===== src/rtl/sdsl_pkg.sv =====
/*
 * Shared constants for the stall detect and stop block: register
 * offsets, field positions, reset values, widths, timing and states.
 * Assumes a 32-bit register port with byte addresses, one word each.
 */
package sdsl_pkg;

    localparam int ADDR_W = 8;
    localparam int DATA_W = 32;
    localparam int LOAD_W = 10;
    localparam int SGT_W  = 7;
    localparam int VEL_W  = 24;
    localparam int ZW_W   = 16;
    localparam int IRQ_W  = 3;
    localparam int CNT_W  = 8;

    // register offsets
    localparam logic [7:0] ADR_SWMODE  = 8'h00;
    localparam logic [7:0] ADR_SGT     = 8'h04;
    localparam logic [7:0] ADR_VLOW    = 8'h08;
    localparam logic [7:0] ADR_VHIGH   = 8'h0C;
    localparam logic [7:0] ADR_ZWAIT   = 8'h10;
    localparam logic [7:0] ADR_DRVSTAT = 8'h14;
    localparam logic [7:0] ADR_RAMPST  = 8'h18;
    localparam logic [7:0] ADR_VACT    = 8'h1C;
    localparam logic [7:0] ADR_IRQST   = 8'h20;
    localparam logic [7:0] ADR_IRQMSK  = 8'h24;

    // field positions
    localparam int SW_STOP_BIT   = 0;
    localparam int SW_FILT_BIT   = 1;
    localparam int DRV_LOAD_LSB  = 0;
    localparam int DRV_CNT_LSB   = 16;
    localparam int DRV_STALL_BIT = 24;
    localparam int RS_HALT_BIT   = 0;
    localparam int RS_WAIT_BIT   = 1;
    localparam int RS_VWIN_BIT   = 2;
    localparam int RS_EVENT_BIT  = 6;
    localparam int IRQ_STALL_BIT = 0;
    localparam int IRQ_MEAS_BIT  = 1;
    localparam int IRQ_RUN_BIT   = 2;

    // reset values
    localparam logic [1:0]        SWMODE_RST = 2'h0;
    localparam logic [SGT_W-1:0]  SGT_RST    = 7'h00;
    localparam logic [VEL_W-1:0]  VLOW_RST   = 24'h00_0000;
    localparam logic [VEL_W-1:0]  VHIGH_RST  = 24'h7F_FFFF;
    localparam logic [ZW_W-1:0]   ZWAIT_RST  = 16'h0000;
    localparam logic [IRQ_W-1:0]  IRQMSK_RST = 3'h0;
    localparam logic [LOAD_W-1:0] LOAD_RST   = 10'h3FF;

    // clocks per zero wait unit, and left shift that sets the weight of one offset step
    localparam int ZW_PRESCALE = 512;
    localparam int SGT_SCALE_SHIFT = 4;

    typedef enum logic [1:0] {
        ST_RUN,
        ST_HALT,
        ST_WAIT
    } sdsl_state_e;

endpackage


===== src/rtl/sdsl_load_filter.sv =====
/*
 * Applies the signed threshold offset to each raw load sample and
 * optionally averages four samples before reporting.
 * Assumes one raw sample strobe per full step, on the same clock.
 */
`timescale 1ns/10ps

module sdsl_load_filter
    import sdsl_pkg::*;
(
    input  wire logic              clk,
    input  wire logic              rst_b,
    input  wire logic              sample_valid,
    input  wire logic [LOAD_W-1:0] raw_load,
    input  wire logic [SGT_W-1:0]  offset,
    input  wire logic              filter_en,
    output logic                   meas_valid,
    output logic      [LOAD_W-1:0] meas
);

    logic signed [11:0] off_ext;
    logic signed [11:0] sum;
    logic [LOAD_W-1:0]  adj;
    logic [11:0]        acc;
    logic [11:0]        next_acc;
    logic [1:0]         cnt;

    // a larger offset lifts the reading, so more load is needed for 0
    assign off_ext  = 12'(signed'(offset)) <<< SGT_SCALE_SHIFT;
    assign sum      = signed'({2'b00, raw_load}) + off_ext;
    assign adj      = sum[11] ? '0 :
                      (sum[10] ? '1 : sum[LOAD_W-1:0]);
    assign next_acc = acc + {2'b00, adj};

    always_ff @(posedge clk) begin
        if (!rst_b) begin
            acc        <= '0;
            cnt        <= '0;
            meas_valid <= 1'b0;
            meas       <= LOAD_RST;
        end else begin
            meas_valid <= 1'b0;
            if (!filter_en) begin
                acc <= '0;
                cnt <= '0;
                if (sample_valid) begin
                    meas       <= adj;
                    meas_valid <= 1'b1;
                end
            end else if (sample_valid) begin
                cnt <= cnt + 2'd1;
                if (cnt == 2'd3) begin
                    meas       <= next_acc[11:2];
                    meas_valid <= 1'b1;
                    acc        <= '0;
                end else begin
                    acc <= next_acc;
                end
            end
        end
    end

endmodule


===== src/rtl/sdsl_stall_stop.sv =====
/*
 * Stall detection and stop-on-stall control for one motor axis, with
 * its register file, ramp halt control and interrupt.
 * Assumes the ramp generator, full step strobe and raw load samples
 * run on clk; software uses the plain register port.
 */
// Strobed register access and the register offsets were left to the implementer.
//
// Contract
// - load measurement refreshed every full step; with filter enabled the code refreshes it only every fourth full step
// - filter enable averages over four measurements
// - measurement of zero means stall
// - stall stop halts ramp, velocity forced zero
// - stall stop sets stall flag
// - status read clears event, restart after wait
// - resume when stop disabled or status read
// - lower and upper velocity thresholds gate detection
// - signed offset, positive lowers sensitivity
// - load measurement is ten bit unsigned
`timescale 1ns/10ps

module sdsl_stall_stop
    import sdsl_pkg::*;
#(
    parameter int ZW_DIV = ZW_PRESCALE
)
(
    input  wire logic              clk,
    input  wire logic              rst_b,
    input  wire logic [ADDR_W-1:0] reg_addr,
    input  wire logic [DATA_W-1:0] reg_wdata,
    input  wire logic              reg_wr,
    input  wire logic              reg_rd,
    output logic      [DATA_W-1:0] reg_rdata,
    input  wire logic              full_step,
    input  wire logic [LOAD_W-1:0] raw_load,
    input  wire logic [VEL_W-1:0]  ramp_velocity,
    output logic      [VEL_W-1:0]  actual_velocity,
    output logic                   ramp_halt,
    output logic                   irq
);

    localparam int DIV_W = $clog2(ZW_DIV + 1);

    // configuration
    logic                 stop_on_stall_enable;
    logic                 load_filter_enable;
    logic [SGT_W-1:0]     stall_threshold_offset;
    logic [VEL_W-1:0]     vel_low;
    logic [VEL_W-1:0]     vel_high;
    logic [ZW_W-1:0]      zero_wait_delay;
    logic [IRQ_W-1:0]     irq_mask;

    // status
    logic [LOAD_W-1:0]    load_measurement;
    logic                 stall_flag;
    logic                 stall_stop_event;
    logic [CNT_W-1:0]     stall_count;
    logic [IRQ_W-1:0]     irq_status;

    // control
    sdsl_state_e          state;
    sdsl_state_e          next_state;
    logic [ZW_W-1:0]      zw_cnt;
    logic [DIV_W-1:0]     div_cnt;
    logic                 zw_tick;

    logic                 meas_valid;
    logic [LOAD_W-1:0]    meas;

    sdsl_load_filter u_filter (
        .clk          (clk),
        .rst_b        (rst_b),
        .sample_valid (full_step),
        .raw_load     (raw_load),
        .offset       (stall_threshold_offset),
        .filter_en    (load_filter_enable),
        .meas_valid   (meas_valid),
        .meas         (meas)
    );

    // address decode
    wire sel_swmode  = (reg_addr == ADR_SWMODE);
    wire sel_sgt     = (reg_addr == ADR_SGT);
    wire sel_vlow    = (reg_addr == ADR_VLOW);
    wire sel_vhigh   = (reg_addr == ADR_VHIGH);
    wire sel_zwait   = (reg_addr == ADR_ZWAIT);
    wire sel_drvstat = (reg_addr == ADR_DRVSTAT);
    wire sel_rampst  = (reg_addr == ADR_RAMPST);
    wire sel_vact    = (reg_addr == ADR_VACT);
    wire sel_irqst   = (reg_addr == ADR_IRQST);
    wire sel_irqmsk  = (reg_addr == ADR_IRQMSK);

    wire wr_swmode   = reg_wr && sel_swmode;
    wire wr_sgt      = reg_wr && sel_sgt;
    wire wr_vlow     = reg_wr && sel_vlow;
    wire wr_vhigh    = reg_wr && sel_vhigh;
    wire wr_zwait    = reg_wr && sel_zwait;
    wire wr_irqst    = reg_wr && sel_irqst;
    wire wr_irqmsk   = reg_wr && sel_irqmsk;
    wire rd_rampst   = reg_rd && sel_rampst;

    // velocity magnitude against the operating window
    // the most negative value has no magnitude and reads as the largest
    wire [VEL_W-1:0] vel_abs = ramp_velocity[VEL_W-1] ?
                               VEL_W'(-ramp_velocity) : ramp_velocity;
    wire vel_in_window = (vel_abs >= vel_low) &&
                         (vel_abs <= vel_high);

    // a stall is a zero reading inside the velocity window
    wire stall_seen = meas_valid && (meas == '0) &&
                      vel_in_window;
    // only an armed, running axis reacts; disarmed zeros are ignored
    wire stop_hit = stall_seen && stop_on_stall_enable &&
                    (state == ST_RUN);

    // a zero delay lets the axis restart one cycle after the wait begins
    wire zw_done = (zw_cnt >= zero_wait_delay);

    // next-state logic of the halt sequencer
    always_comb begin
        next_state = state;
        case (state)
            ST_RUN: begin
                if (stop_hit) begin
                    next_state = ST_HALT;
                end
            end
            ST_HALT: begin
                if (!stop_on_stall_enable) begin
                    next_state = ST_RUN;
                end else if (rd_rampst) begin
                    next_state = ST_WAIT;
                end
            end
            ST_WAIT: begin
                if (!stop_on_stall_enable || zw_done) begin
                    next_state = ST_RUN;
                end
            end
            default: begin
                next_state = ST_RUN;
            end
        endcase
    end

    always_ff @(posedge clk) begin
        if (!rst_b) begin
            state <= ST_RUN;
        end else begin
            state <= next_state;
        end
    end

    // zero wait prescaler, one enable pulse per unit
    assign zw_tick = (div_cnt == DIV_W'(ZW_DIV - 1));

    always_ff @(posedge clk) begin
        if (!rst_b || state != ST_WAIT) begin
            div_cnt <= '0;
        end else if (zw_tick) begin
            div_cnt <= '0;
        end else begin
            div_cnt <= div_cnt + 1'b1;
        end
    end

    always_ff @(posedge clk) begin
        if (!rst_b || state != ST_WAIT) begin
            zw_cnt <= '0;
        end else if (zw_tick && !zw_done) begin
            zw_cnt <= zw_cnt + 1'b1;
        end
    end

    // ramp outputs follow next_state so the stop takes effect at once
    always_ff @(posedge clk) begin
        if (!rst_b) begin
            actual_velocity <= '0;
            ramp_halt       <= 1'b0;
        end else begin
            actual_velocity <= (next_state == ST_RUN) ?
                               ramp_velocity : '0;
            ramp_halt       <= (next_state != ST_RUN);
        end
    end

    // measurement register, ten bit unsigned
    always_ff @(posedge clk) begin
        if (!rst_b) begin
            load_measurement <= LOAD_RST;
        end else if (meas_valid) begin
            load_measurement <= meas;
        end
    end

    // sticky flags: a new stall in the clearing cycle wins
    always_ff @(posedge clk) begin
        if (!rst_b) begin
            stall_flag       <= 1'b0;
            stall_stop_event <= 1'b0;
        end else begin
            if (stop_hit) begin
                stall_flag       <= 1'b1;
                stall_stop_event <= 1'b1;
            end else if (rd_rampst) begin
                stall_flag       <= 1'b0;
                stall_stop_event <= 1'b0;
            end
        end
    end

    // saturating count of stall stops
    always_ff @(posedge clk) begin
        if (!rst_b) begin
            stall_count <= '0;
        end else if (stop_hit && stall_count != '1) begin
            stall_count <= stall_count + 1'b1;
        end
    end

    // configuration registers
    always_ff @(posedge clk) begin
        if (!rst_b) begin
            stop_on_stall_enable <= SWMODE_RST[SW_STOP_BIT];
            load_filter_enable   <= SWMODE_RST[SW_FILT_BIT];
        end else if (wr_swmode) begin
            stop_on_stall_enable <= reg_wdata[SW_STOP_BIT];
            load_filter_enable   <= reg_wdata[SW_FILT_BIT];
        end
    end

    always_ff @(posedge clk) begin
        if (!rst_b) begin
            stall_threshold_offset <= SGT_RST;
        end else if (wr_sgt) begin
            stall_threshold_offset <= reg_wdata[SGT_W-1:0];
        end
    end

    always_ff @(posedge clk) begin
        if (!rst_b) begin
            vel_low  <= VLOW_RST;
            vel_high <= VHIGH_RST;
        end else begin
            if (wr_vlow) begin
                vel_low <= reg_wdata[VEL_W-1:0];
            end
            if (wr_vhigh) begin
                vel_high <= reg_wdata[VEL_W-1:0];
            end
        end
    end

    always_ff @(posedge clk) begin
        if (!rst_b) begin
            zero_wait_delay <= ZWAIT_RST;
        end else if (wr_zwait) begin
            zero_wait_delay <= reg_wdata[ZW_W-1:0];
        end
    end

    always_ff @(posedge clk) begin
        if (!rst_b) begin
            irq_mask <= IRQMSK_RST;
        end else if (wr_irqmsk) begin
            irq_mask <= reg_wdata[IRQ_W-1:0];
        end
    end

    // interrupt events: stall stop, new measurement, motion resumed
    wire resumed = (state != ST_RUN) && (next_state == ST_RUN);
    wire [IRQ_W-1:0] irq_set;
    assign irq_set[IRQ_STALL_BIT] = stop_hit;
    assign irq_set[IRQ_MEAS_BIT]  = meas_valid;
    assign irq_set[IRQ_RUN_BIT]   = resumed;

    // a mask write reaches irq one cycle late, the old mask still applies
    wire [IRQ_W-1:0] irq_clr = wr_irqst ? reg_wdata[IRQ_W-1:0] : '0;

    always_ff @(posedge clk) begin
        if (!rst_b) begin
            irq_status <= '0;
            irq        <= 1'b0;
        end else begin
            irq_status <= (irq_status & ~irq_clr) | irq_set;
            irq        <= |(((irq_status & ~irq_clr) | irq_set)
                            & irq_mask);
        end
    end

    // read data words
    logic [DATA_W-1:0] rd_swmode;
    logic [DATA_W-1:0] rd_drvstat;
    logic [DATA_W-1:0] rd_ramp;

    // fields land at their package positions; unused bits read 0
    always_comb begin
        rd_swmode                          = '0;
        rd_swmode[SW_STOP_BIT]             = stop_on_stall_enable;
        rd_swmode[SW_FILT_BIT]             = load_filter_enable;
        rd_drvstat                         = '0;
        rd_drvstat[DRV_LOAD_LSB +: LOAD_W] = load_measurement;
        rd_drvstat[DRV_CNT_LSB +: CNT_W]   = stall_count;
        rd_drvstat[DRV_STALL_BIT]          = stall_flag;
        rd_ramp                            = '0;
        rd_ramp[RS_HALT_BIT]               = (state != ST_RUN);
        rd_ramp[RS_WAIT_BIT]               = (state == ST_WAIT);
        rd_ramp[RS_VWIN_BIT]               = vel_in_window;
        rd_ramp[RS_EVENT_BIT]              = stall_stop_event;
    end

    wire [DATA_W-1:0] rd_mux =
        sel_swmode  ? rd_swmode :
        sel_sgt     ? {{(DATA_W-SGT_W){stall_threshold_offset[SGT_W-1]}},
                       stall_threshold_offset} :
        sel_vlow    ? {8'h00, vel_low} :
        sel_vhigh   ? {8'h00, vel_high} :
        sel_zwait   ? {16'h0000, zero_wait_delay} :
        sel_drvstat ? rd_drvstat :
        sel_rampst  ? rd_ramp :
        sel_vact    ? {{(DATA_W-VEL_W){actual_velocity[VEL_W-1]}},
                       actual_velocity} :
        sel_irqst   ? {29'h0000_0000, irq_status} :
        sel_irqmsk  ? {29'h0000_0000, irq_mask} :
                      32'h0000_0000;

    // read data stands only in the cycle after the strobe
    // clearing to 0 keeps a stale word off the bus between reads
    always_ff @(posedge clk) begin
        if (!rst_b) begin
            reg_rdata <= '0;
        end else if (reg_rd) begin
            reg_rdata <= rd_mux;
        end else begin
            reg_rdata <= '0;
        end
    end

endmodule


===== config.mk =====
export PLATFORM = sky130hd
export DESIGN_NAME = sdsl_stall_stop
export DESIGN_NICKNAME = d
export VERILOG_FILES = /design/src/rtl/sdsl_pkg.sv /design/src/rtl/sdsl_load_filter.sv /design/src/rtl/sdsl_stall_stop.sv
export SDC_FILE = /design/constraint.sdc
export NUM_CORES = 1
export LEC_CHECK = 0
export ABC_AREA = 1
export BUFFER_PORTS_ARGS = -buffer_cell sky130_fd_sc_hd__buf_2
export CORE_MARGIN = 8
export CORE_UTILIZATION = 59
export DETAILED_ROUTE_END_ITERATION = 8
export GPL_ROUTABILITY_DRIVEN = 0
export PLACE_DENSITY_LB_ADDON = 0.25
export SYNTH_ARGS = -nofsm -noshare
export SYNTH_HDL_FRONTEND = slang
export SYNTH_SLANG_ARGS = --single-unit

===== constraint.sdc =====
create_clock -name clk -period 4.6 [get_ports clk]
set_clock_uncertainty 0.05 [all_clocks]
set_input_delay 0.92 -clock clk [delete_from_list [all_inputs] [get_ports clk]]
set_output_delay 0.92 -clock clk [all_outputs]
set_load 0.005 [all_outputs]

Word-level counts from Yosys, hierarchy flattened
Index checks and enable logic that the tools add are counted.
{ "op_classes": {"n_addsub": 7, "order_cmp": 3, "n_eq_ne": 16, "muxes": 30, "bitwise_logic": 6, "n_reduce_logical": 35} }
{ "ops": {"columns": ["operator", "count"], "rows": [
  ["32-bit two-way mux", 7],
  ["10-bit two-way mux", 6],
  ["8-bit by 5-bit equality test with 1-bit output, second input constant", 4],
  ["24-bit greater-or-equal comparator", 1],
  ["24-bit <= comparator", 1],
  ["24-bit two-way mux", 1],
  ["24-bit negator", 1],
  ["16-bit by 1-bit adder with 16-bit output, second input constant", 1],
  ["8-bit by 4-bit equality test with 1-bit output, second input constant", 2],
  ["8-bit by 6-bit equality test with 1-bit output, second input constant", 2],
  ["16-bit greater-or-equal comparator", 1],
  ["1-bit logical AND", 16],
  ["11-bit by 11-bit adder with 12-bit output", 1],
  ["12-bit by 10-bit adder with 12-bit output", 1],
  ["12-bit two-way mux", 1],
  ["10-bit by 1-bit adder with 10-bit output, second input constant", 1],
  ["10-bit by 9-bit equality test with 1-bit output, second input constant", 1],
  ["10-bit zero test", 1],
  ["2-bit two-way mux", 5],
  ["3-bit two-way mux", 3],
  ["8-bit by 1-bit adder with 8-bit output, second input constant", 1],
  ["8-bit by 3-bit equality test with 1-bit output, second input constant", 1],
  ["8-bit zero test", 1],
  ["8-bit != test, second input constant", 1],
  ["18 further kinds", 36]
]} }
{ "word_totals": {"register_bits": 209, "output_inout_bits": 58, "word_cells": 120} }

Longest topological paths before layout
Gate-level depths: netlist (run 1).
{ "logic_depth": {"ltp_word": 14, "mapped_depth": 28, "ltp_nobuf": 27} }

By module
From an unflattened synthesis (run 1), not the netlist that was laid out.
{ "hier_totals": {"cells_unflattened": 1609, "hier_area_um2": 11593.6} }
{ "by_module_without_submodules": {"columns": ["mod", "n_inst", "cells_each", "area_per_inst_um2"], "rows": [
  ["sdsl_stall_stop", 1, 1271, 9554.2],
  ["sdsl_load_filter", 1, 338, 2039.5]
]} }

Worst setup path after synthesis (run 1)
OpenSTA, ideal clock, no wires.
{ "synth_path": {"kind": "input port to flip-flop", "startpoint": "in ramp_velocity[0]", "endpoint": "reg actual_velocity[23]", "setup_time_ns": 0.126, "arrival_time_ns": 3.716, "required_time_ns": 4.424, "slack_ns": 0.708, "path_stages": 26, "path_cell_list": "inv_1 > ha_1 > inv_1 > nor3_1 > inv_1 > nor2_1 > inv_2 > nor2_2 > nand4_1 > nand2_1 > o21a_2 > o21ai_1 > xor2_1 > ha_1 > nand4_1 > nor2_1 > nand4_1 > nand2_2 > nand2_2 > inv_2 > nand2_8 > nand2_4 > nor2_4 > nand2_4 > buf_12 > nor2_4"} }
{ "synth_between": {"elab_chain_cells": 11} }
{ "synth_rtl": {"columns": ["item", "line_no", "text"], "rows": [
  ["start: declaration", "sdsl_stall_stop.sv:37", "input wire logic [VEL_W-1:0] ramp_velocity,"],
  ["24-bit negator", "sdsl_stall_stop.sv:106", "VEL_W'(-ramp_velocity) : ramp_velocity;"],
  ["24-bit two-way mux *", "sdsl_stall_stop.sv:105", "wire [VEL_W-1:0] vel_abs = ramp_velocity[VEL_W-1] ?"],
  ["24-bit greater-or-equal comparator or 24-bit <= comparator (tied branches)", "sdsl_stall_stop.sv:107, sdsl_stall_stop.sv:108", null],
  ["1-bit logical AND *", "sdsl_stall_stop.sv:107", "wire vel_in_window = (vel_abs >= vel_low) &&"],
  ["1-bit logical AND *", "sdsl_stall_stop.sv:111", "wire stall_seen = meas_valid && (meas == '0) &&"],
  ["1-bit logical AND * (2 in series)", "sdsl_stall_stop.sv:114", "wire stop_hit = stall_seen && stop_on_stall_enable &&"],
  ["2-bit two-way mux *", "sdsl_stall_stop.sv:125", "if (stop_hit) begin"],
  ["2-bit case mux with 3 select lines *", "sdsl_stall_stop.sv:123", "case (state)"],
  ["2-bit zero test *", "sdsl_stall_stop.sv:182", "actual_velocity <= (next_state == ST_RUN) ?"],
  ["2-bit AND reduction (no source line) *", null, null],
  ["end signal: assignment", "sdsl_stall_stop.sv:182", null],
  ["end: declaration", "sdsl_stall_stop.sv:38", "output logic [VEL_W-1:0] actual_velocity,"]
]} }
Mark *: on every way between the ends. The rest lies on a longest branch, timed or not.
A chain may end at the register's enable or synchronous reset.

Worst setup path after layout (run 1)
{ "layout_path": {"startpoint": "in ramp_velocity[0]", "endpoint": "reg actual_velocity[14]"} }
Same word-level chain as after synthesis.

==> results.toml, run 1 <==
[floorplan]
die_h_microns = 155.1
fp-row-count = 51
start_util_pct = 59.46
die_x_microns = 155.1
coreArea_sq_mm = 0.01921
die_area_sq_mm = 0.02407
io_pins = 137

[layout]
num-nets-final = 1829
seqCellArea_sq_mm = 0.004064
syn_to_final_growth_pct = 14.73
drive_gt1_share_pct = 16.08
multi_input_area_sq_mm = 0.006246
n_fill_cell = 1622
diodes = 0

[yosys]
yosysTopAreaCellShare_pct = 35.58
yosysMostFrequentCell = "nand2_1"
mappedNetlistArea_sq_mm = 0.01142
synth_edf_count = 0
synthAdderAreaFrac_pct = 9.663
syn_nets = 1710
synth_top_family_by_area = "simple AND/OR/NAND/NOR gates"
ys_async_sr_fraction_pct = 0
synthTopCellsByCount = "nand2_1, inv_1, dfxtp_1, a21oi_1, nor2_1"
yosys-mux-area-fraction_pct = 0
avgSynthCellArea_sq_um = 7.397
yosys.area_share.simple_pct = 24.69
synth_compound_area_share_pct = 16.99
netlist_top_cells_area = "dfxtp_1, nand2_1, ha_1"
yosysSeqAreaShare_pct = 35.58
yosysTopAreaCell = "dfxtp_1"
ys_ff_latch = 203
synth_cell_types = 50
syn_inst = 1544
ys_warn_count = 0
synth-xor-area-share_pct = 3.298
synth_ff_type = "dfxtp_1"

[worst_setup_path]
critPathRequiredTime_ns = 5.01
cp-start-kind = "input port"
end_kind = "flip-flop"
worstSetupPathType = "input port to flip-flop"
critPathArrivalTime_ns = 4.52
crit_fanout = 15

[sta]
setup_viol = 0
min_period_over_period_pct = 89.35
worst_pin_slew_ns = 1.115
finalCriticalPeriod_ns = 4.110
fmax_ghz = 0.2433
hold_violations = 0
setup-tns-final_ns = 0
grt_setup_unrepaired = "false"
slew_headroom_pct = 25.46
maxSlewViolCount = 0

[clock_tree]
clock-sinks = 203
worstSkewPairLatency_ns = 0.53
cts_resized = 0
clockBufferDepth = 3
cts_setup_buffers = 0
cts_hold_buf = 0
cts.reportedPaths.clkPinSlew_ns = 0.06
cts_tree = "built"
numCtsBuffers = 24
root_buffer = "clkbuf_16"
h-tree-depth = 1

[drt]
dr_total_vias = 10970
first_pass_iters = 5
drt_iter0_drc = 926
antenna_left = 0
viasPerCell = 5.643
wirelength_mm = 32.45
drc = 0
wl_per_cell_microns = 16.69

[global_routing]
antenna_found_initial = 0
grt_max_degree = 88
grt-ovfl-total = 0
grt_pass1_vias = 10567
grt_pass1_wl_mm = 52.56
track_usage_pct = 26.60

[power_and_ir_drop]
leakage_uw = 0.005914
ir_worst_vdd_uv = 287.4
power.total_uw = 4156
powerDensity_mw_per_mm2 = 317.1

[run]
maxCapViolCount = 0

[placement]
hpwl_mm = 23.92
io_buffers = 128

[hold_path]
hold_path_class = "flip-flop to flip-flop"

[outcome]
outcome = "complete, no violations"
## cell type report
cell class	count	share of cell area, %
multi-input cells	1065	47.67
flip-flops and latches	203	31.01
inverters	222	6.359
repair buffers	147	6.168
clock buffers	31	5.252
well taps	265	2.530
clock inverters	11	1.012
## kinds of logic after synthesis
kind of cell	count (synthesis)
AND/OR/NAND/NOR	590
adder cells (fa/ha/maj)	87
XOR/XNOR	43
AO/OA/AOI/OAI	345
flip-flops	203
buffers and inverters	276
## power breakdown
| part | switching [uW] | leakage, uW | internal [uW] |
|---|---|---|---|
| Clock | 769 | 0.000409 | 1220 |
| Combinational | 231 | 0.00386 | 132 |
| Sequential | 22.4 | 0.00165 | 1780 |
## stage by stage
step	cell area [sq um]	std cells	utilization [%]	worst slack, ns	hold slack, ns
after floorplan	11420	1544	-	0.7078	0.3675
after global placement	12280	1902	63.95	0.08536	0.3788
after detailed placement	12280	1902	63.95	-0.002822	0.3940
after CTS	13100	1944	68.22	0.5463	0.4030
after global routing	13100	1944	68.22	0.1241	0.4333
final	13100	1944	68.22	0.4898	0.4017
## critical path, stage by stage
cell,delay [ns]
buf_2,0.11
inv_1,0.07
ha_1,0.14
inv_1,0.05
nor3_1,0.20
inv_1,0.08
nor2_1,0.17
inv_2,0.06
nor2_2,0.18
nand4_1,0.22
nand2_1,0.14
o21a_2,0.18
o21ai_1,0.09
xor2_1,0.20
ha_1,0.31
nand4_1,0.16
nor3_2,0.22
nand2_1,0.08
nand3_2,0.06
nand2_2,0.08
nand2_2,0.08
inv_2,0.06
nand2_8,0.09
nand2_4,0.05
nor2_4,0.12
nand2_4,0.08
buf_12,0.22
nor2_1,0.09
## state kept, by name, summed over array words and instances (netlist names), 7 cells and up
| name | cells |
|---|---|
| reg_rdata | 26 |
| actual_velocity | 24 |
| vel_high | 24 |
| vel_low | 24 |
| zero_wait_delay | 16 |
| zw_cnt | 16 |
| u_filter.acc | 12 |
| div_cnt | 10 |
| load_measurement | 10 |
| u_filter.meas | 10 |
| stall_count | 8 |
| stall_threshold_offset | 7 |
## placed cells by master, fill, tap and decap left out, types with 8 or more instances in the layout
cell | netlist | layout
a21oi_1 | 159 | 159
a221oi_1 | 20 | 20
a31oi_1 | 19 | 19
buf_2 | 8 | 128
buf_4 | 8 | 17
clkbuf_16 | 0 | 25
dfxtp_1 | 203 | 203
ha_1 | 85 | 85
inv_1 | 212 | 212
inv_2 | 9 | 9
nand2_1 | 300 | 300
nand3_1 | 56 | 56
nand4_1 | 16 | 16
nor2_1 | 113 | 113
nor2_2 | 11 | 10
nor2_4 | 28 | 29
nor3_1 | 22 | 22
o211ai_1 | 24 | 24
o21ai_0 | 97 | 97
o21ai_1 | 9 | 9
or2_2 | 8 | 8
xor2_1 | 36 | 36
## final timing paths
| kind | startpoint | endpoint | slack [ns] | cells after the start |
|---|---|---|---|---|
| worst max-delay path | ramp_velocity[0] | actual_velocity[14] | 0.49 | 28 |
| worst min register to register | div_cnt[0] | div_cnt[0] | 0.40 | 1 |
| worst max register to register | stall_threshold_offset[0] | u_filter.meas[8] | 0.70 | 25 |
| worst min-delay path | div_cnt[0] | div_cnt[0] | 0.40 | 1 |
## routing by layer
metal / wire length, microns / vias up / track usage (%)
met5: 0 / - / 0
met2: 14830 / 533 / 43.85
met4: 926 / 0 / 9.659
met1: 13560 / 5032 / 34.15
met3: 3135 / 68 / 4.938
li1: - / 5337 / -
Power figures use the tool's default switching activity.
==> inputs of run 2 (changes only) <==
--- a/config.mk
+++ b/config.mk
@@ -5,7 +5,6 @@
 export SDC_FILE = /design/constraint.sdc
 export NUM_CORES = 1
 export LEC_CHECK = 0
-export ABC_AREA = 1
 export BUFFER_PORTS_ARGS = -buffer_cell sky130_fd_sc_hd__buf_2
 export CORE_MARGIN = 8
 export CORE_UTILIZATION = 59
==> constraint.sdc (replaced) <==
create_clock -name clk -period 4.7 [get_ports clk]
set_clock_uncertainty 0.05 [all_clocks]
set_input_delay 0.94 -clock clk [delete_from_list [all_inputs] [get_ports clk]]
set_output_delay 0.94 -clock clk [all_outputs]
set_load 0.005 [all_outputs]
==> results.toml, run 2 <==
[layout]
utilization_pct = 71.40
top_register = "reg_rdata"
drive_gt1_share_pct = 17.80
instances_no_fill = 1723
final_cell_mix = "nand2_1, dfxtp_1, a21oi_1"
diodes = 0
finalInstanceArea_sq_mm = 0.01287
n_fill_cell = 1427
seqCellArea_sq_mm = 0.004064
syn_to_final_growth_pct = 18.67
layout_commonest_cell = "nand2_1"
num-nets-final = 1645
largest_register_ff_count = 26
multi_input_area_sq_mm = 0.006267

[sta]
fmax_ghz = 0.2082
finalCriticalPeriod_ns = 4.802
worst_slack_ns = -0.1020
setup-tns-final_ns = -1.411
maxSlewViolCount = 0
min_period_over_period_pct = 102.2
hold_violations = 0
worst_pin_slew_ns = 1.228
setup_viol = 34
grt_setup_unrepaired = "true"
slew_headroom_pct = 17.27

[yosys]
yosysTopAreaCell = "dfxtp_1"
yosysMostFrequentCell = "nand2_1"
yosys.area_share.simple_pct = 20.59
synth_ff_type = "dfxtp_1"
ys_ff_latch = 203
synthAdderAreaFrac_pct = 10.18
ys_async_sr_fraction_pct = 0
synth_edf_count = 0
mappedNetlistArea_sq_mm = 0.01085
yosys-mux-area-fraction_pct = 3.807
synth_top_family_by_area = "simple AND/OR/NAND/NOR gates"
yosysTopAreaCellShare_pct = 37.47
synth_cell_types = 65
syn_nets = 1500
netlist_top_cells_area = "dfxtp_1, ha_1, nand2_1"
synth-xor-area-share_pct = 3.796
ys_warn_count = 0
syn_inst = 1334
avgSynthCellArea_sq_um = 8.130
synth_compound_area_share_pct = 18.41
yosysSeqAreaShare_pct = 37.47
synthTopCellsByCount = "nand2_1, dfxtp_1, a21oi_1, inv_1, ha_1"

[global_routing]
grt-ovfl-total = 0
grt_pass1_vias = 10008
antenna_found_initial = 0
grt_max_degree = 61
track_usage_pct = 27.52
grt_pass1_wl_mm = 51.06

[clock_tree]
worstSkewPairLatency_ns = 0.51
clockBufferDepth = 3
root_buffer = "clkbuf_16"
cts.reportedPaths.clkPinSlew_ns = 0.06
clock-sinks = 203
cts_tree = "built"
h-tree-depth = 1
numCtsBuffers = 23

[power_and_ir_drop]
power.total_uw = 3896
powerDensity_mw_per_mm2 = 302.7
leakage_uw = 0.005409
ir_worst_vdd_uv = 379.7

[floorplan]
io_pins = 137
coreArea_sq_mm = 0.01802
die_x_microns = 151.6
die_h_microns = 151.6
fp-row-count = 49
start_util_pct = 60.17
die_area_sq_mm = 0.02298

[drt]
wirelength_mm = 32.17
first_pass_iters = 7
dr_total_vias = 10365
drc = 0
wl_per_cell_microns = 18.67
viasPerCell = 6.016
drt_iter0_drc = 946
antenna_left = 0

[worst_setup_path]
worst_path_max_delay_cell = "or4_4"
critPathRequiredTime_ns = 5.06
critPathMostFrequentCell = "or3_4"
critPathArrivalTime_ns = 5.16
end_kind = "flip-flop"
cp_num_buf_inv = 2
critical-path-max-stage-delay_ns = 0.53
worstPathCellList = "buf_6, or4_4, or3_4, or3_4, or3_4, or3_4, o31ai_4, xnor2_2, ha_1, and4_1, and4_1, o21ai_1, o221a_2, a21oi_4, nor3_4, buf_12, a311oi_2, a41o_1"
crit_family = "simple AND/OR/NAND/NOR gates"
crit_fanout = 7
cp-start-kind = "input port"
worstSetupPathType = "input port to flip-flop"

[outcome]
violations = "setup timing"
outcome = "finished with violations"

[placement]
io_buffers = 128
placed_cell_area_sq_mm = 0.01200
dp.cells = 1680
hpwl_mm = 23.15

[hold_path]
hold_path_class = "flip-flop to flip-flop"

[run]
maxCapViolCount = 0
==> run 2: cell type report <==
type                       count  share of cell area [%]
multi-input combinational    971                   48.70
sequential                   203                   31.58
timing repair buffer         194                   9.255
clock buffer                  33                   4.997
inverter                      86                   2.508
tap                          229                   2.226
clock inverter                 7                  0.7389
==> run 2: tightest hold or removal path: cells and delay by family (launching register included) <==
| kind | cells | cell delay, ns |
|---|---|---|
| flip-flops | 1 | 0.31 |
| AO/OA/AOI/OAI | 1 | 0.06 |
| AND/OR/NAND/NOR | 1 | 0.05 |
==> run 2: power breakdown <==
| group | leakage (uW) | internal [uW] | total (uW) | switching [uW] |
|---|---|---|---|---|
| clock network | 0.000364 | 1060 | 1780 | 721 |
| logic | 0.00340 | 148 | 347 | 199 |
| registers | 0.00165 | 1740 | 1770 | 23.0 |
==> run 2: per-stage QoR <==
stage          worst slack, ns  hold slack, ns
6_report               -0.1020          0.4097
5_1_grt                -0.2422          0.4405
4_1_cts               -0.06296          0.4088
3_5_place_dp           -0.6195          0.4004
3_3_place_gp           -0.4700          0.3939
2_1_floorplan          -0.3359          0.3797
==> run 2: cell families after synthesis <==
logic type | Yosys count
AND/OR/NAND/NOR | 476
AO/OA/AOI/OAI | 320
flip-flops | 203
buffers and inverters | 160
adder cells (fa/ha/maj) | 87
XOR/XNOR | 47
multiplexers | 41
==> run 2: final timing paths <==
check	start	slack, ns	depth (start not counted)	endpoint
setup / recovery	ramp_velocity[3]	-0.10	18	stall_count[2]
hold / removal	vel_low[1]	0.41	2	vel_low[1]
setup reg to reg	stall_threshold_offset[0]	0.33	20	u_filter.acc[11]
hold reg to reg	vel_low[1]	0.41	2	vel_low[1]
==> run 2: repair_timing <==
| action | 4_1_cts | 5_1_grt |
|---|---|---|
| setup buffers | 0 | 2 |
| endpoints found under the setup margin | 30 | 42 |
| hold buffers | 0 | 0 |
| hold endpoints to repair | 0 | 0 |
| gates resized for setup | 1 | 19 |
| cloned | 0 | 1 |
| pin swaps | 0 | 14 |
==> run 2: per-layer routing <==
| metal | GRT usage (%) | part of all wire (%) | vias up |
|---|---|---|---|
| met3 | 4.425 | 8.9 | 58 |
| met4 | 8.378 | 2.6 | 0 |
| li1 | - | - | 4968 |
| met5 | 0 | 0 | - |
| met1 | 36.87 | 42 | 4873 |
| met2 | 44.73 | 47 | 466 |
==> inputs of run 3 (changes only) <==
--- a/config.mk
+++ b/config.mk
@@ -8,9 +8,10 @@
 export BUFFER_PORTS_ARGS = -buffer_cell sky130_fd_sc_hd__buf_2
 export CORE_MARGIN = 8
 export CORE_UTILIZATION = 59
+export CTS_CLUSTER_SIZE = 24
 export DETAILED_ROUTE_END_ITERATION = 8
 export GPL_ROUTABILITY_DRIVEN = 0
-export PLACE_DENSITY_LB_ADDON = 0.25
+export PLACE_DENSITY_LB_ADDON = 0.12
 export SYNTH_ARGS = -nofsm -noshare
 export SYNTH_HDL_FRONTEND = slang
 export SYNTH_SLANG_ARGS = --single-unit
==> results.toml, run 3 (same netlist as run 2, synthesis figures left out) <==
[outcome]
outcome = "finished with violations"
violations = "setup timing"

[clock_tree]
root_buffer = "clkbuf_16"
numCtsBuffers = 22
cts_tree = "built"
h-tree-depth = 1
clockBufferDepth = 3
clock-sinks = 203
worstSkewPairLatency_ns = 0.51
cts.reportedPaths.clkPinSlew_ns = 0.06

[power_and_ir_drop]
pwr-share-clk_pct = 46.0
switching_share_pct = 23.97
ir_worst_vdd_uv = 334.0
combPwrFrac_pct = 8.8
powerDensity_mw_per_mm2 = 303.3
leakage_uw = 0.005401
p_int_uw = 2966
p_seq_share_pct = 45.2
power.total_uw = 3901
p_sw_uw = 934.9

[global_routing]
antenna_found_initial = 0
grt_max_degree = 63
grt_pass1_vias = 9846
grt-ovfl-total = 0
track_usage_pct = 27.29
grt_pass1_wl_mm = 50.37

[worst_setup_path]
cp-startpoint = "ramp_velocity[7]"
end_kind = "flip-flop"
cp-start-kind = "input port"
worstSetupPathType = "input port to flip-flop"
crit_fanout = 10
critPathRequiredTime_ns = 5.09
rr_startpoint = "stall_threshold_offset[0]"
critPathArrivalTime_ns = 5.16

[floorplan]
coreArea_sq_mm = 0.01802
start_util_pct = 60.17
io_pins = 137
fp-row-count = 49
die_area_sq_mm = 0.02298
die_x_microns = 151.6
die_h_microns = 151.6

[sta]
fmax_ghz = 0.2096
worst_slack_ns = -0.07029
holdWs_ns = 0.4119
min_period_over_period_pct = 101.5
worst_pin_slew_ns = 1.117
grt_setup_unrepaired = "true"
setup_viol = 29
maxSlewViolCount = 0
hold_violations = 0
slew_headroom_pct = 25.54
finalCriticalPeriod_ns = 4.770

[drt]
drc = 0
wl_per_cell_microns = 18.83
drt_iter0_drc = 824
viasPerCell = 5.961
wirelength_mm = 32.38
antenna_left = 0
first_pass_iters = 5
dr_total_vias = 10253

[layout]
top_register = "reg_rdata"
instances_no_fill = 1720
final_cell_mix = "nand2_1, dfxtp_1, a21oi_1, buf_2"
n_fill_cell = 1482
num-nets-final = 1642
drive_gt1_share_pct = 18.18
largest_register_ff_count = 26
finalInstanceArea_sq_mm = 0.01286
utilization_pct = 71.34
diodes = 0
multi_input_area_sq_mm = 0.006279
syn_to_final_growth_pct = 18.56
seqCellArea_sq_mm = 0.004064
layout_commonest_cell = "nand2_1"

[placement]
io_buffers = 128
placed_cell_area_sq_mm = 0.01195
hpwl_mm = 23.34
dp.cells = 1677

[run]
maxCapViolCount = 0

[hold_path]
min_from = "div_cnt[0]"
hold_path_class = "flip-flop to flip-flop"
-- run 3: changes by cell type in the layout (fill, tap and decap cells not counted), sizes merged --
cell / change
buf: -1
clkbuf: -3
clkinv: +1
clkinvlp: +2
inv: -2
-- run 3: worst paths after layout --
kind / to / slack [ns] / depth (start not counted)
max: actual_velocity[8] / -0.07 / 18
min: div_cnt[0] / 0.41 / 1
max reg2reg: u_filter.meas[6] / 0.46 / 20
min reg2reg: div_cnt[0] / 0.41 / 1
-- run 3: power by group through the flow --
stage	Sequential [uW]	Clock, uW	Combinational [uW]
floorplan	1790	0	188
global placement	1800	0	318
detailed placement	1800	0	325
CTS	1760	1810	330
global route	1760	1870	377
finish	1760	1790	343
-- run 3: critical path: stages --
cell     delay (ns)
buf_6          0.09
or4_4          0.52
or3_4          0.38
or3_4          0.34
or3_4          0.33
or3_4          0.40
o31ai_4        0.21
xnor2_2        0.12
ha_1           0.31
and4_4         0.24
and4_4         0.21
o21ai_2        0.05
o221a_2        0.25
a21oi_4        0.16
nor3_4         0.09
a21oi_4        0.18
buf_6          0.16
and3_1         0.17
-- run 3: final cells by class --
cell class                      count  area share [%]
Clock buffer                       31           5.099
Clock inverter                      8          0.7395
Inverter                           86           2.510
Multi-Input combinational cell    971           48.83
Sequential cell                   203           31.60
Tap cell                          229           2.228
Timing Repair Buffer              192           8.991
-- run 3: repair_timing --
action | CTS | global route
setup buffers | 0 | 3
pin swaps | 1 | 3
hold buffers | 0 | 0
hold endpoints to repair | 0 | 0
gates cloned | 0 | 1
gates resized for setup | 5 | 28
setup endpoints to repair | 33 | 48
-- run 3: stage by stage --
stage / setup TNS [ns] / setup slack (ns)
2_1_floorplan: -9.656 / -0.3359
3_3_place_gp: -18.34 / -0.5050
3_5_place_dp: -23.49 / -0.6078
4_1_cts: -0.6319 / -0.04902
5_1_grt: -5.024 / -0.1837
6_report: -1.134 / -0.07029
-- run 3: layer usage --
layer  vias up  track usage [%]  routed length, microns
met1      4769            35.12                   13480
met4         0            9.995                    1181
li1       4947                -                       -
met5         -                0                       0
met3        86            5.792                    2923
met2       451            44.31                   14800
